[config.mk]
export PLATFORM = sky130hd
export DESIGN_NAME = rcs_sequencer
export DESIGN_NICKNAME = d
export VERILOG_FILES = /design/src/core/rcs_pkg.sv /design/src/core/rcs_master_clear_n_filter.sv /design/src/core/rcs_sequencer.sv
export SDC_FILE = /design/constraint.sdc
export NUM_CORES = 1
export LEC_CHECK = 0
export BUFFER_PORTS_ARGS = -buffer_cell sky130_fd_sc_hd__clkbuf_2
export CAP_MARGIN = 25
export CORE_MARGIN = 3
export CORE_UTILIZATION = 53
export CTS_CLUSTER_SIZE = 40
export DETAILED_ROUTE_END_ITERATION = 10
export PLACE_DENSITY_LB_ADDON = 0.3
export SLEW_MARGIN = 40
export SYNTH_ARGS = -nofsm -noshare
export SYNTH_HDL_FRONTEND = slang
export SYNTH_SLANG_ARGS = --single-unit
export TNS_END_PERCENT = 20
[constraint.sdc]
create_clock -name CLK_I -period 2.2 [get_ports CLK_I]
set_input_delay 0 -clock CLK_I [delete_from_list [all_inputs] [get_ports CLK_I]]
set_output_delay 0 -clock CLK_I [all_outputs]
set_load 0.02 [all_outputs]
[src/core/rcs_pkg.sv]
/*
 * Package for the reset and clock start-up sequencer: oscillator modes,
 * reset causes, sequencer states, timing counts and carrier structs.
 * Assumes a single 100 MHz system clock.
 */
package rcs_pkg;

    // ------------------------------------------------------------------
    // Oscillator mode encodings
    // ------------------------------------------------------------------
    typedef enum logic [1:0] {
        RCS_OSC_LOW_POWER = 2'h0,
        RCS_OSC_STANDARD = 2'h1,
        RCS_OSC_HIGH_SPEED = 2'h2,
        RCS_OSC_RES_CAP = 2'h3
    } rcs_osc_mode_t;

    // ------------------------------------------------------------------
    // Reset causes
    // ------------------------------------------------------------------
    typedef enum logic [2:0] {
        RCS_CAUSE_NONE = 3'h0,
        RCS_CAUSE_POWER_ON = 3'h1,
        RCS_CAUSE_MASTER_CLEAR_N_RUN = 3'h2,
        RCS_CAUSE_MASTER_CLEAR_N_SLEEP = 3'h3,
        RCS_CAUSE_WATCHDOG = 3'h4,
        RCS_CAUSE_BROWNOUT = 3'h5,
        RCS_CAUSE_WDT_WAKE = 3'h6
    } rcs_cause_t;

    // ------------------------------------------------------------------
    // Sequencer states
    // ------------------------------------------------------------------
    typedef enum logic [4:0] {
        RCS_ST_HOLD = 5'h01,
        RCS_ST_PWRUP = 5'h02,
        RCS_ST_OSTART = 5'h04,
        RCS_ST_WAIT_MASTER_CLEAR_N = 5'h08,
        RCS_ST_RUN = 5'h10
    } rcs_state_t;

    // ------------------------------------------------------------------
    // Timing
    // ------------------------------------------------------------------
    localparam int RCS_CLK_HZ = 100_000_000;
    localparam int RCS_PWRUP_MS = 72;
    localparam longint RCS_PWRUP_CYC_L =
        (longint'(RCS_PWRUP_MS) * longint'(RCS_CLK_HZ)) / 1000;
    localparam int RCS_PWRUP_CYC = int'(RCS_PWRUP_CYC_L);
    localparam int RCS_OST_CYCLES = 1024;
    localparam int RCS_FILT_CYCLES = 4;
    localparam int RCS_OSC_DIV = 4;

    // Status flag reset values after power-on
    localparam logic RCS_TIMEOUT_POR = 1'b1;
    localparam logic RCS_POWERDOWN_POR = 1'b1;

    // ------------------------------------------------------------------
    // Carriers
    // ------------------------------------------------------------------
    typedef struct packed {
        logic timeout_flag;
        logic powerdown_flag;
    } rcs_flags_t;

    typedef struct packed {
        logic osc_select_hi;
        logic osc_select_lo;
        logic power_up_timer_enable_n;
    } rcs_config_t;

endpackage : rcs_pkg

[src/core/rcs_master_clear_n_filter.sv]
/*
 * Noise filter for the active-low master clear input. A level change
 * is accepted only after it holds for a set number of clock cycles.
 * Assumes the pin is already synchronous to the clock.
 */
`timescale 1ns/100ps
module rcs_master_clear_n_filter
    import rcs_pkg::*;
#(
    parameter int FILT_CYCLES = RCS_FILT_CYCLES
) (
    input wire logic clk_i, // System clock
    input wire logic nrst_i, // Synchronous reset, active low
    input wire logic pin_n_i, // Raw master clear, active low
    output logic clean_n_o // Filtered master clear, active low
);

    localparam int CW = $clog2(FILT_CYCLES + 1);

    if (FILT_CYCLES < 1) begin : g_bad_filt
        $error("FILT_CYCLES must be at least 1");
    end

    logic [CW-1:0] cnt;
    logic [CW-1:0] next_cnt;
    logic clean_n;
    logic next_clean_n;

    // ------------------------------------------------------------------
    // Filter
    // ------------------------------------------------------------------
    always_comb begin
        next_cnt = '0;
        next_clean_n = clean_n;
        if (pin_n_i != clean_n) begin
            if (cnt == CW'(FILT_CYCLES - 1)) begin
                next_clean_n = pin_n_i;
            end else begin
                next_cnt = cnt + CW'(1);
            end
        end
    end

    always_ff @(posedge clk_i) begin
        if (!nrst_i) begin
            cnt <= '0;
            clean_n <= 1'b1;
        end else begin
            cnt <= next_cnt;
            clean_n <= next_clean_n;
        end
    end

    assign clean_n_o = clean_n;

endmodule : rcs_master_clear_n_filter

[src/core/rcs_sequencer.sv]
/*
 * Reset and clock start-up sequencer: decodes the oscillator mode,
 * divides the oscillator by four in RC mode, sorts reset causes,
 * sets the status flags and times power-up and oscillator start-up.
 * Assumes all inputs are synchronous to CLK_I; the oscillator input
 * and the internal RC oscillator arrive as sampled levels, and the
 * power-on detect pulse comes from an analogue comparator outside.
 */
//
// Behaviour
// - Four oscillator modes chosen by two configuration bits.
// - Select 11 RC, 10 high-speed, 01 standard, 00 low-power.
// - Crystal modes accept an external clock on the input pin.
// - RC mode drives output pin at oscillator frequency divided by four.
// - Distinguish power-on, clear running, clear sleeping, watchdog, brown-out.
// - Some registers are never reset; they keep values except at power-on.
// - Most registers load reset values on power-on, clear and watchdog.
// - Watchdog wake-up is not a reset; registers keep their values.
// - Timeout and powerdown flags record the kind of reset.
// - POR sets both; WDT clears timeout; wake clears both; clr-sleep pd.
// - Master clear has a filter that ignores short pulses.
// - Watchdog reset never drives the master clear pin low.
// - Supply rise produces an internal power-on reset pulse.
// - 72 ms power-up delay runs only after power-on and brown-out reset.
// - Power-up timer counts cycles of its own RC oscillator.
// - Chip stays in reset while the power-up timer counts.
// - Power-up timer can be bypassed by a configuration bit.
// - Enable bit is active low: 0 enables, 1 disables.
// - Start-up timer holds reset 1024 input-clock cycles after power-up.
// - Start-up timer only in crystal modes, after power-on or wake.
`timescale 1ns/100ps
module rcs_sequencer
    import rcs_pkg::*;
#(
    parameter int PWRUP_CYCLES = RCS_PWRUP_CYC,
    parameter int OST_CYCLES = RCS_OST_CYCLES,
    parameter int FILT_CYCLES = RCS_FILT_CYCLES
) (
    input wire logic CLK_I, // System clock, 100 MHz
    input wire logic NRST_I, // Synchronous reset, active low
    input wire logic POWER_ON_PULSE_I, // Supply-rise detect pulse
    input wire logic MASTER_CLEAR_N_I, // Master clear pin, active low
    input wire logic WATCHDOG_TIMEOUT_I, // Watchdog expiry pulse
    input wire logic BROWNOUT_I, // Brown-out detect level
    input wire logic SLEEPING_I, // Core is in sleep
    input wire logic OSC_SELECT_HI_I, // Oscillator select, high bit
    input wire logic OSC_SELECT_LO_I, // Oscillator select, low bit
    input wire logic PWRUP_TIMER_EN_N_I, // Power-up timer enable, low
    input wire logic OSC_INPUT_PIN_I, // Oscillator input level
    input wire logic RC_TICK_I, // Internal RC oscillator level
    output logic OSC_OUTPUT_PIN_O, // Divided clock in RC mode
    output logic OSC_OUTPUT_OE_O, // Output enable, RC mode
    output logic CHIP_RESET_O, // Whole-chip reset, high
    output logic REG_RESET_O, // Reset-state load strobe
    output logic POR_CLEAR_O, // Power-on clear of unreset regs
    output logic TIMEOUT_FLAG_O, // Status: timeout flag
    output logic POWERDOWN_FLAG_O, // Status: powerdown flag
    output logic WAKE_O, // Watchdog wake-up resume pulse
    output logic [2:0] RESET_CAUSE_O, // Last reset cause code
    output logic [1:0] OSC_MODE_O // Decoded oscillator mode
);

    localparam int PW = $clog2(PWRUP_CYCLES + 1);
    localparam int OW = $clog2(OST_CYCLES + 1);

    if (PWRUP_CYCLES < 1 || OST_CYCLES < 1) begin : g_bad_count
        $error("Timer counts must be at least 1");
    end

    // ------------------------------------------------------------------
    // Mode decode
    // ------------------------------------------------------------------
    function automatic rcs_osc_mode_t decode_mode(input logic hi,
                                                   input logic lo);
        decode_mode = rcs_osc_mode_t'({hi, lo});
    endfunction : decode_mode

    function automatic logic is_crystal(input rcs_osc_mode_t m);
        is_crystal = (m != RCS_OSC_RES_CAP);
    endfunction : is_crystal

    rcs_config_t cfg;
    rcs_osc_mode_t mode;
    assign cfg = '{OSC_SELECT_HI_I, OSC_SELECT_LO_I, PWRUP_TIMER_EN_N_I};
    assign mode = decode_mode(cfg.osc_select_hi, cfg.osc_select_lo);

    // ------------------------------------------------------------------
    // Master clear filter
    // ------------------------------------------------------------------
    logic master_clear_n_n;

    rcs_master_clear_n_filter #(
        .FILT_CYCLES(FILT_CYCLES)
    ) u_filter (
        .clk_i(CLK_I),
        .nrst_i(NRST_I),
        .pin_n_i(MASTER_CLEAR_N_I),
        .clean_n_o(master_clear_n_n)
    );

    // ------------------------------------------------------------------
    // Edge detection of oscillator, RC and filtered master clear inputs
    // ------------------------------------------------------------------
    logic osc_d;
    logic rc_d;
    logic master_clear_n_d;
    logic osc_rise;
    logic rc_rise;
    logic master_clear_n_fall;
    assign osc_rise = OSC_INPUT_PIN_I & ~osc_d;
    assign rc_rise = RC_TICK_I & ~rc_d;
    assign master_clear_n_fall = ~master_clear_n_n & master_clear_n_d;

    // ------------------------------------------------------------------
    // Sequencer state
    // ------------------------------------------------------------------
    rcs_state_t state;
    rcs_state_t next_state;
    logic [PW-1:0] pw_cnt;
    logic [PW-1:0] next_pw_cnt;
    logic [OW-1:0] ost_cnt;
    logic [OW-1:0] next_ost_cnt;
    logic [1:0] div;
    logic [1:0] next_div;
    rcs_flags_t flags;
    rcs_flags_t next_flags;
    rcs_cause_t cause;
    rcs_cause_t next_cause;
    logic reg_rst;
    logic next_reg_rst;
    logic por_clr;
    logic next_por_clr;
    logic wake;
    logic next_wake;
    logic osc_out;
    logic next_osc_out;

    always_comb begin
        next_state = state;
        next_pw_cnt = pw_cnt;
        next_ost_cnt = ost_cnt;
        next_flags = flags;
        next_cause = cause;
        next_reg_rst = 1'b0;
        next_por_clr = 1'b0;
        next_wake = 1'b0;
        next_div = div;
        next_osc_out = 1'b0;

        // Divide oscillator by four in RC mode
        if (mode == RCS_OSC_RES_CAP) begin
            if (osc_rise) begin
                next_div = div + 2'h1;
            end
            next_osc_out = div[1];
        end else begin
            next_div = 2'h0;
        end

        if (POWER_ON_PULSE_I) begin
            next_state = RCS_ST_HOLD;
            next_cause = RCS_CAUSE_POWER_ON;
            next_flags = '{RCS_TIMEOUT_POR, RCS_POWERDOWN_POR};
            next_por_clr = 1'b1;
            next_reg_rst = 1'b1;
            next_pw_cnt = '0;
            next_ost_cnt = '0;
            if (!cfg.power_up_timer_enable_n) begin
                next_state = RCS_ST_PWRUP;
            end else if (is_crystal(mode)) begin
                next_state = RCS_ST_OSTART;
            end else begin
                next_state = RCS_ST_WAIT_MASTER_CLEAR_N;
            end
        end else if (BROWNOUT_I) begin
            next_state = RCS_ST_HOLD;
            next_cause = RCS_CAUSE_BROWNOUT;
            next_flags = '{1'b1, 1'b1};
            next_reg_rst = 1'b1;
        end else if (WATCHDOG_TIMEOUT_I && state == RCS_ST_RUN) begin
            if (SLEEPING_I) begin
                next_cause = RCS_CAUSE_WDT_WAKE;
                next_flags = '{1'b0, 1'b0};
                next_wake = 1'b1;
                next_ost_cnt = '0;
                if (is_crystal(mode)) begin
                    next_state = RCS_ST_OSTART;
                end
            end else begin
                // Internal only; the pin is an input here
                next_cause = RCS_CAUSE_WATCHDOG;
                next_flags.timeout_flag = 1'b0;
                next_reg_rst = 1'b1;
                next_state = RCS_ST_WAIT_MASTER_CLEAR_N;
            end
        end else if (master_clear_n_fall && state == RCS_ST_RUN) begin
            next_reg_rst = 1'b1;
            next_state = RCS_ST_WAIT_MASTER_CLEAR_N;
            if (SLEEPING_I) begin
                next_cause = RCS_CAUSE_MASTER_CLEAR_N_SLEEP;
                next_flags = '{1'b1, 1'b0};
            end else begin
                next_cause = RCS_CAUSE_MASTER_CLEAR_N_RUN;
            end
        end else begin
            unique case (state)
                RCS_ST_HOLD: begin
                    if (!BROWNOUT_I) begin
                        next_pw_cnt = '0;
                        next_state = cfg.power_up_timer_enable_n ?
                            RCS_ST_WAIT_MASTER_CLEAR_N : RCS_ST_PWRUP;
                    end
                end
                RCS_ST_PWRUP: begin
                    if (rc_rise) begin
                        next_pw_cnt = pw_cnt + PW'(1);
                    end
                    if (pw_cnt == PW'(PWRUP_CYCLES)) begin
                        next_ost_cnt = '0;
                        next_state = (is_crystal(mode) &&
                            cause == RCS_CAUSE_POWER_ON) ?
                            RCS_ST_OSTART : RCS_ST_WAIT_MASTER_CLEAR_N;
                    end
                end
                RCS_ST_OSTART: begin
                    if (osc_rise) begin
                        next_ost_cnt = ost_cnt + OW'(1);
                    end
                    if (ost_cnt == OW'(OST_CYCLES)) begin
                        next_state = RCS_ST_WAIT_MASTER_CLEAR_N;
                    end
                end
                RCS_ST_WAIT_MASTER_CLEAR_N: begin
                    if (master_clear_n_n) begin
                        next_state = RCS_ST_RUN;
                    end
                end
                RCS_ST_RUN: begin
                    next_state = RCS_ST_RUN;
                end
            endcase
        end
    end

    always_ff @(posedge CLK_I) begin
        if (!NRST_I) begin
            state <= RCS_ST_HOLD;
            pw_cnt <= '0;
            ost_cnt <= '0;
            div <= 2'h0;
            flags <= '{RCS_TIMEOUT_POR, RCS_POWERDOWN_POR};
            cause <= RCS_CAUSE_NONE;
            reg_rst <= 1'b0;
            por_clr <= 1'b0;
            wake <= 1'b0;
            osc_out <= 1'b0;
            osc_d <= 1'b0;
            rc_d <= 1'b0;
            master_clear_n_d <= 1'b1;
        end else begin
            state <= next_state;
            pw_cnt <= next_pw_cnt;
            ost_cnt <= next_ost_cnt;
            div <= next_div;
            flags <= next_flags;
            cause <= next_cause;
            reg_rst <= next_reg_rst;
            por_clr <= next_por_clr;
            wake <= next_wake;
            osc_out <= next_osc_out;
            osc_d <= OSC_INPUT_PIN_I;
            rc_d <= RC_TICK_I;
            master_clear_n_d <= master_clear_n_n;
        end
    end

    // ------------------------------------------------------------------
    // Registered outputs
    // ------------------------------------------------------------------
    logic chip_rst;
    logic oe;
    logic [1:0] mode_q;

    always_ff @(posedge CLK_I) begin
        if (!NRST_I) begin
            chip_rst <= 1'b1;
            oe <= 1'b0;
            mode_q <= 2'h0;
        end else begin
            chip_rst <= (next_state != RCS_ST_RUN);
            oe <= (mode == RCS_OSC_RES_CAP);
            mode_q <= mode;
        end
    end

    assign CHIP_RESET_O = chip_rst;
    assign OSC_OUTPUT_OE_O = oe;
    assign OSC_OUTPUT_PIN_O = osc_out;
    assign OSC_MODE_O = mode_q;
    assign REG_RESET_O = reg_rst;
    assign POR_CLEAR_O = por_clr;
    assign WAKE_O = wake;
    assign TIMEOUT_FLAG_O = flags.timeout_flag;
    assign POWERDOWN_FLAG_O = flags.powerdown_flag;
    assign RESET_CAUSE_O = cause;

endmodule : rcs_sequencer

# ---- After elaboration in Yosys (flattened, before gate mapping)
# Index checks and enable logic that the tools add are counted.
dict set report totals {
  mem_bits_ro 0
  out_inout_bits 13
  ram_bits 0
  n_memories 0
  word_cells 113
  inputBits 12
  ff_bits 61
  latch_bits 0
}
dict set report op_classes {
  n_lt_le_gt_ge 0
  bitwise_logic 11
  eq_ne 19
  n_reduce_logical 19
  div 0
  n_mul 0
  shifts 0
  mux 39
  addsub 4
}
# cell n
set op_table {}
lappend op_table {{2-to-1 mux 11 bit} 5}
lappend op_table {{case mux 23 bit (2 select lines)} 1}
lappend op_table {{2-to-1 mux 5 bit} 9}
lappend op_table {{case mux 5 bit (5 select lines)} 1}
lappend op_table {{adder 23 x 1 -> 23 bit (second input constant)} 1}
lappend op_table {{equality test 23 bit (second input constant)} 1}
lappend op_table {{2-to-1 mux 23 bit} 1}
lappend op_table {{case mux 11 bit (2 select lines)} 1}
lappend op_table {{2-to-1 mux 4 bit} 4}
lappend op_table {{adder 11 x 1 -> 11 bit (second input constant)} 1}
lappend op_table {{equality test 11 bit (second input constant)} 1}
lappend op_table {{2-to-1 mux 1 bit} 10}
lappend op_table {{inequality test 2 bit (second input constant)} 5}
lappend op_table {{2-to-1 mux 3 bit} 3}
lappend op_table {{2-to-1 mux 2 bit} 4}
lappend op_table {{inverter 1 bit} 8}
lappend op_table {{inequality test 3 bit (second input constant)} 2}
lappend op_table {{AND reduction 2 bit} 3}
lappend op_table {{AND reduction 6 bit} 1}
lappend op_table {{nonzero test 2 bit} 3}
lappend op_table {{nonzero test 3 bit} 2}
lappend op_table {{OR reduction 3 bit} 2}
lappend op_table {{equality test 5 x 1 -> 1 bit (second input constant)} 1}
lappend op_table {{equality test 5 x 2 -> 1 bit (second input constant)} 1}
lappend op_table {{other kinds (17)} 21}

# ---- Longest topological paths before layout
# Gate-level depths: netlist of run 1.
dict set report depth {
  ltp_word 10
  mapped_depth 10
  depth_no_buf 8
}

# ---- By module
# A second synthesis of run 1 with hierarchy kept.
dict set report hier_totals {
  hier_cells 355
  hier_area_um2 3086.7
}
# module cells_each instances seq_area_each_um2 area_each_um2
set modules_own_cells {}
lappend modules_own_cells {rcs_sequencer 342 1 1141.1 2925.3}
lappend modules_own_cells {rcs_master_clear_n_filter 13 1 80.1 161.4}

# ---- Worst setup path before layout of run 1
# OpenSTA, ideal clock, no wires.
dict set report synth_path {
  kind {flip-flop to flip-flop}
  start {reg pw_cnt[0]}
  end {reg ost_cnt[10]}
  period_less_slack_ns 2.164
  n_path_buf 1
  setup_ns 0.072
  stages_incl_launch_ff 10
  required_time_ns 2.128
  t_arrival_ns 2.092
  setup_slack_ns 0.036
  path_cell_list {dfxtp_1 -> inv_1 -> ha_1 -> nor4b_1 -> nand4_1 -> nor4_4 -> a31oi_1 -> buf_4 -> or4_1 -> a21oi_1}
}
dict set report synth_via {
  elab_chain_cells 3
}
# item line
set synth_rtl {}
lappend synth_rtl {{from (decl)} rcs_sequencer.sv:119} ;# logic [PW-1:0] pw_cnt;
lappend synth_rtl {{from (signal assigned)} rcs_sequencer.sv:262} ;# pw_cnt <= next_pw_cnt;
lappend synth_rtl {{equality test 23 bit} rcs_sequencer.sv:218} ;# if (pw_cnt == PW'(PWRUP_CYCLES)) begin
lappend synth_rtl {{inequality test 3 bit (no source line)} -}
lappend synth_rtl {{AND reduction 6 bit (no source line)} -}
lappend synth_rtl {{to (signal assigned)} rcs_sequencer.sv:263} ;# ost_cnt <= next_ost_cnt;
lappend synth_rtl {{to (decl)} rcs_sequencer.sv:121} ;# logic [OW-1:0] ost_cnt;
# No other way between the ends.
# A chain may end at the register's enable or synchronous reset.

# ---- Worst setup path after layout of run 1
dict set report layout_path {
  start {reg pw_cnt[4]}
  end {reg ost_cnt[7]}
}
# Same word-level chain as after synthesis.

==> results.toml, run 1 <==
[sta]
setup_viol = 0
timing_hold_violations_final = 0
relSlewSlack_pct = 65.5
tightest_slew_ns = 0.504
skew_ns = 0.00934
rsz0062_at_grt = "yes"
layout_min_cycle_time_ns = 2.11
finalMaxSlewViolations = 0
finalCritPeriodShare_pct = 95.8
clock.fmax_mhz = 475
fin_setup_tns_ns = 0

[clocking]
h-tree-depth = 3
clock_latency_ns = 0.34
cts_tree = "done"
clkTransAtPathRegs_ns = 0.07
numCtsBuffers = 9
clk_path_buf_depth = 2
clockRootBuffer = "clkbuf_8"
cts.sinks = 61

[global_routing]
grt_first_pass_wirelength_um = 10800
grt_max_degree = 23
grt_util_all_layers_pct = 21.7
antenna_found_initial = 0
grt_pass1_vias = 2429
overflow = 0

[route]
first_pass_iters = 4
wl_met3_um = 364
wl_met1_um = 2960
ant_nets = 0
dr_total_vias = 2581
finalWirelength_um = 6560
wl_met2_um = 3140
wl_per_cell_um = 14.2
maxUsedRoutingLayer = "met4"
first_iter_violations = 159
drc = 0
vias_per_cell = 5.60

[worst_setup_path]
critPathKind = "reg -> reg"
startpoint = "pw_cnt[4]$_SDFFE_PP0P_"
critPathSlowestCell = "or4_1"
critical_path.max_fanout = 18
crit_buf_inv = 1
cp_data_required_time_ns = 2.47
cp.arrival_ns = 2.37
end_kind = "flop"
startpoint_type = "flop"
slowest_delay_ns = 0.50
path_delay_family = "simple AND/OR/NAND/NOR gates"
path_cells = "nor4b_2 -> nand3b_1 -> nor4_4 -> a31oi_1 -> buf_4 -> or4_1 -> a21oi_1"
r2r_start = "pw_cnt[4]$_SDFFE_PP0P_"

[final_layout]
instances_no_fill = 461
syn_to_final_growth_pct = 21.0
fill_cells = 424
nets = 404
antenna_cells = 0
drive_gt1_share_pct = 20.2
postLayoutCoreUtil_pct = 67.3

[die]
die_h_um = 79.9
rows = 26
start_util_pct = 55.6
dieArea_um2 = 6390
die_w_um = 79.9
core_um2 = 5200
ios = 25

[placed_design]
dpl.cell_count = 435
dpl.hpwl_um = 4520
io_buffers = 24
place.gp.congestion = 0.928

[synth]
netlist_top_cells_area = "dfxtp_1, nor2_1, xor2_1"
syn_nets = 349
synth.ff_latch_count = 61
synth_area_um2 = 2900
yosysSeqAreaShare_pct = 42.2
synth_common_cells = "dfxtp_1, nor2_1, nand2_1"
syn_inst = 331
synth.most_common_cell = "dfxtp_1"
ys_types = 52
ys.flop_type = "dfxtp_1"
synth-edff-count = 0
yosysTopAreaCell = "dfxtp_1"
synth_top_area_share_pct = 42.2
async_flop_share_pct = 0
syn_avg_cell_area_um2 = 8.75
ys_warn_count = 0

[run]
maxCapViolations = 0

[power]
finalPower_mw = 2.18
vdd_ir_drop_max_uv = 519
p_leak_nw = 1.31
p_per_area_nw_per_um2 = 623

[outcome]
outcome = "finished, final reports clean"

[worst_hold_path]
min_from = "BROWNOUT_I"
hp-class = "in -> reg"
-- kinds of logic (layout without fill, tap and decap cells) --
logic type | count (synthesis) | after routing | synth area share (%)
simple gates | 158 | 158 | 29.9
buf+inv | 25 | 85 | 3.59
flops | 61 | 61 | 42.2
compound gates | 54 | 54 | 13.5
fa+ha+maj | 6 | 6 | 2.59
xor+xnor | 25 | 25 | 7.56
mux | 2 | 2 | 0.691
-- worst paths after layout --
path	to	slack, ns	cells after the start
worst max-delay path	ost_cnt[7]$_SDFFE_PP0P_	0.09	7
worst min-delay path	REG_RESET_O$_SDFF_PN0_	0.02	3
worst max register to register	ost_cnt[7]$_SDFFE_PP0P_	0.09	7
worst min register to register	u_filter.cnt[0]$_SDFF_PP0_	0.43	1
-- layout by cell type (no fill, tap or decap), types with 7 or more instances in the layout --
| master | Yosys | layout |
|---|---|---|
| nand3_1 | 17 | 17 |
| xor2_1 | 16 | 16 |
| inv_1 | 16 | 16 |
| buf_4 | 2 | 19 |
| nand4_1 | 9 | 9 |
| dlygate4sd3_1 | 0 | 10 |
| dfxtp_1 | 61 | 57 |
| nand2_1 | 30 | 30 |
| o21ai_0 | 12 | 12 |
| or3_1 | 7 | 7 |
| xnor2_1 | 9 | 9 |
| a21oi_1 | 15 | 15 |
| clkbuf_2 | 0 | 24 |
| clkbuf_8 | 0 | 11 |
| nor2_1 | 42 | 42 |
-- worst register-to-register path, cell delays in order, from the launching register on --
cell and delay (ns):
dfxtp_1 0.34, nor4b_2 0.24, nand3b_1 0.17, nor4_4 0.33
a31oi_1 0.12, buf_4 0.20, or4_1 0.50, a21oi_1 0.14
-- power breakdown --
group / switching [mW] / internal, mW
sequential: 0.0153 / 1.12
combinational: 0.0875 / 0.0609
clock: 0.432 / 0.465
total: 0.534 / 1.65
-- metal layers --
metal	global-route usage, %	up-vias
met2	34.1	78
met4	6.42	0
met3	7.67	12
li1	-	1285
met5	0	-
met1	27.8	1206
-- timing repair --
action,CTS,global route
buffers inserted,0,0
endpoints found under the setup margin,5,9
hold buffers,10,0
resized for setup,1,8
pin swaps,1,4
endpoints found under the hold margin,15,0
-- final cells by class --
class                   count  area [um^2]  share of cell area [%]
flip-flops and latches     61         1230                    35.0
clock buffers              12          155                    4.43
well taps                  70         87.6                    2.50
repair buffers             53          363                    10.4
clock inverters             4         22.5                   0.643
multi-input cells         245         1590                    45.4
inverters                  16         60.1                    1.71
-- metrics by stage --
| stage | area [um^2] | setup slack (ns) | hold slack (ns) |
|---|---|---|---|
| global placement | 3200 | 0.0854 | 0.223 |
| floorplan | 2900 | 0.0356 | 0.112 |
| finish | 3500 | 0.0933 | 0.0239 |
| detailed placement | 3200 | -0.0426 | 0.227 |
| CTS | 3480 | 0.0151 | 0.00614 |
| global route | 3500 | -0.0794 | 0.0624 |
-- sequential cells by signal (all words and copies together) (netlist names), 2 cells and up --
| register | flops |
|---|---|
| OSC_MODE_O | 2 |
| RESET_CAUSE_O | 3 |
| div | 2 |
| ost_cnt | 11 |
| pw_cnt | 23 |
| state | 5 |
| u_filter.cnt | 3 |
(Power assumes the default switching activity.)
==> inputs of run 2 (changes only) <==
CORE_UTILIZATION = 55   (was 53)
CTS_BUF_LIST = sky130_fd_sc_hd__clkbuf_4   (was unset)
==> results.toml, run 2 (synthesis results as in run 1) <==
[global_routing]
grt_util_all_layers_pct = 24.2
overflow = 0
grt_max_degree = 23
antenna_found_initial = 0
grt_pass1_vias = 2623
grt_first_pass_wirelength_um = 11900

[route]
maxUsedRoutingLayer = "met4"
wl_met1_um = 3080
finalWirelength_um = 7080
ant_nets = 0
first_pass_iters = 5
dr_total_vias = 2684
first_iter_violations = 232
wl_per_cell_um = 15.2
vias_per_cell = 5.77
wl_met2_um = 3430
drc = 0
wl_met3_um = 446

[clocking]
clockRootBuffer = "clkbuf_4"
cts_tree = "done"
clkTransAtPathRegs_ns = 0.10
h-tree-depth = 3
clk_path_buf_depth = 2
cts.sinks = 61
clock_latency_ns = 0.41
numCtsBuffers = 9

[die]
dieArea_um2 = 6170
start_util_pct = 59.0
ios = 25
die_h_um = 78.6
core_um2 = 4910
die_w_um = 78.6
rows = 25

[sta]
setup_viol = 0
skew_ns = 0.0172
timing_hold_violations_final = 0
relSlewSlack_pct = 60.0
finalCritPeriodShare_pct = 99.5
fin_ws_ns = 0.0103
finalMaxSlewViolations = 0
rsz0062_at_grt = "yes"
tightest_slew_ns = 0.584
clock.fmax_mhz = 457
layout_min_cycle_time_ns = 2.19

[placed_design]
dp_slack_ns = -0.0677
place_area_um2 = 3180
place.gp.congestion = 0.881
io_buffers = 24
dpl.hpwl_um = 4590

[final_layout]
layout_commonest_cell = "dfxtp_1"
fill_cells = 358
seq_area_um2 = 1230
fin_area_um2 = 3710
antenna_cells = 0
top_register = "pw_cnt"
final_cell_mix = "dfxtp_1, nor2_1, nand2_1, clkbuf_2, buf_4"
reg.largest.list = "pw_cnt: 23 flops, ost_cnt: 11 flops, state: 5 flops"
drive_gt1_share_pct = 26.6
multi_input_area_um2 = 1720
largest_register_ffs = 23
nets = 411
syn_to_final_growth_pct = 28.2

[power]
vdd_ir_drop_max_uv = 383
finalPower_mw = 2.30
p_per_area_nw_per_um2 = 620
p_leak_nw = 1.39

[worst_hold_path]
hp-class = "in -> reg"

[worst_setup_path]
end_kind = "flop"
critPathSlowestCell = "or4b_4"
critPathKind = "reg -> reg"
critical_path.max_fanout = 6
cp.arrival_ns = 2.53
startpoint_type = "flop"
cp_data_required_time_ns = 2.54
path_cells = "inv_2 -> ha_4 -> nor4b_4 -> nand4_1 -> nor4_4 -> a31oi_2 -> buf_6 -> or4b_4 -> a21oi_2"
slowest_delay_ns = 0.48

[outcome]
outcome = "finished, final reports clean"

[run]
maxCapViolations = 0
[run 2: power by group]
group          total, mW  internal, mW  leakage (nW)  switching, mW
clock               1.01         0.596        0.0985          0.410
sequential          1.14          1.12         0.498         0.0152
combinational      0.160        0.0676         0.791         0.0923
total               2.30          1.78          1.39          0.517
[run 2: critical path, delay by kind of cell (launching register included)]
kind / cells / cell delay (ns)
AND/OR/NAND/NOR: 4 / 1.17
flip-flops: 1 / 0.33
AO/OA/AOI/OAI: 2 / 0.28
buffers and inverters: 2 / 0.23
adder cells (fa/ha/maj): 1 / 0.13
[run 2: layout make-up]
| type | instances | share of cell area, % |
|---|---|---|
| multi-input cells | 245 | 46.3 |
| flip-flops and latches | 61 | 33.1 |
| repair buffers | 60 | 11.9 |
| clock inverters | 5 | 2.66 |
| well taps | 67 | 2.26 |
| clock buffers | 11 | 2.23 |
| inverters | 16 | 1.62 |
[run 2: final timing paths]
check / cells after the start / slack [ns] / startpoint / end
max: 9 / 0.01 / pw_cnt[1]$_SDFFE_PP0P_ / ost_cnt[4]$_SDFFE_PP0P_
min: 3 / 0.03 / WATCHDOG_TIMEOUT_I / TIMEOUT_FLAG_O$_SDFFE_PP1P_
max reg2reg: 9 / 0.01 / pw_cnt[1]$_SDFFE_PP0P_ / ost_cnt[4]$_SDFFE_PP0P_
min reg2reg: 1 / 0.43 / u_filter.cnt[0]$_SDFF_PP0_ / u_filter.cnt[0]$_SDFF_PP0_
[run 2: layer usage]
metal,vias up,GRT usage [%]
met5,-,0
met4,0,11.5
met3,24,4.93
met2,111,39.2
met1,1252,30.7
li1,1297,-
[run 2: through the flow]
| stage | hold slack, ns | setup TNS (ns) | instances | util [%] |
|---|---|---|---|---|
| 6_report | 0.0328 | 0 | 465 | 75.6 |
| 5_1_grt | 0.0409 | -0.405 | 465 | 75.6 |
| 4_1_cts | 0.0144 | 0 | 461 | 71.8 |
| 3_5_place_dp | 0.234 | -0.226 | 430 | 64.8 |
| 3_3_place_gp | 0.219 | 0 | 430 | 64.8 |
| 2_1_floorplan | 0.112 | 0 | 331 | - |
[run 2: timing repair]
item                                    in CTS  in global routing
setup buffers                                0                  4
cloned                                       1                  0
hold endpoints to repair                    23                  0
gates resized for setup                      6                 42
hold buffers                                14                  0
pin swaps                                    1                 18
endpoints found under the setup margin       4                 14
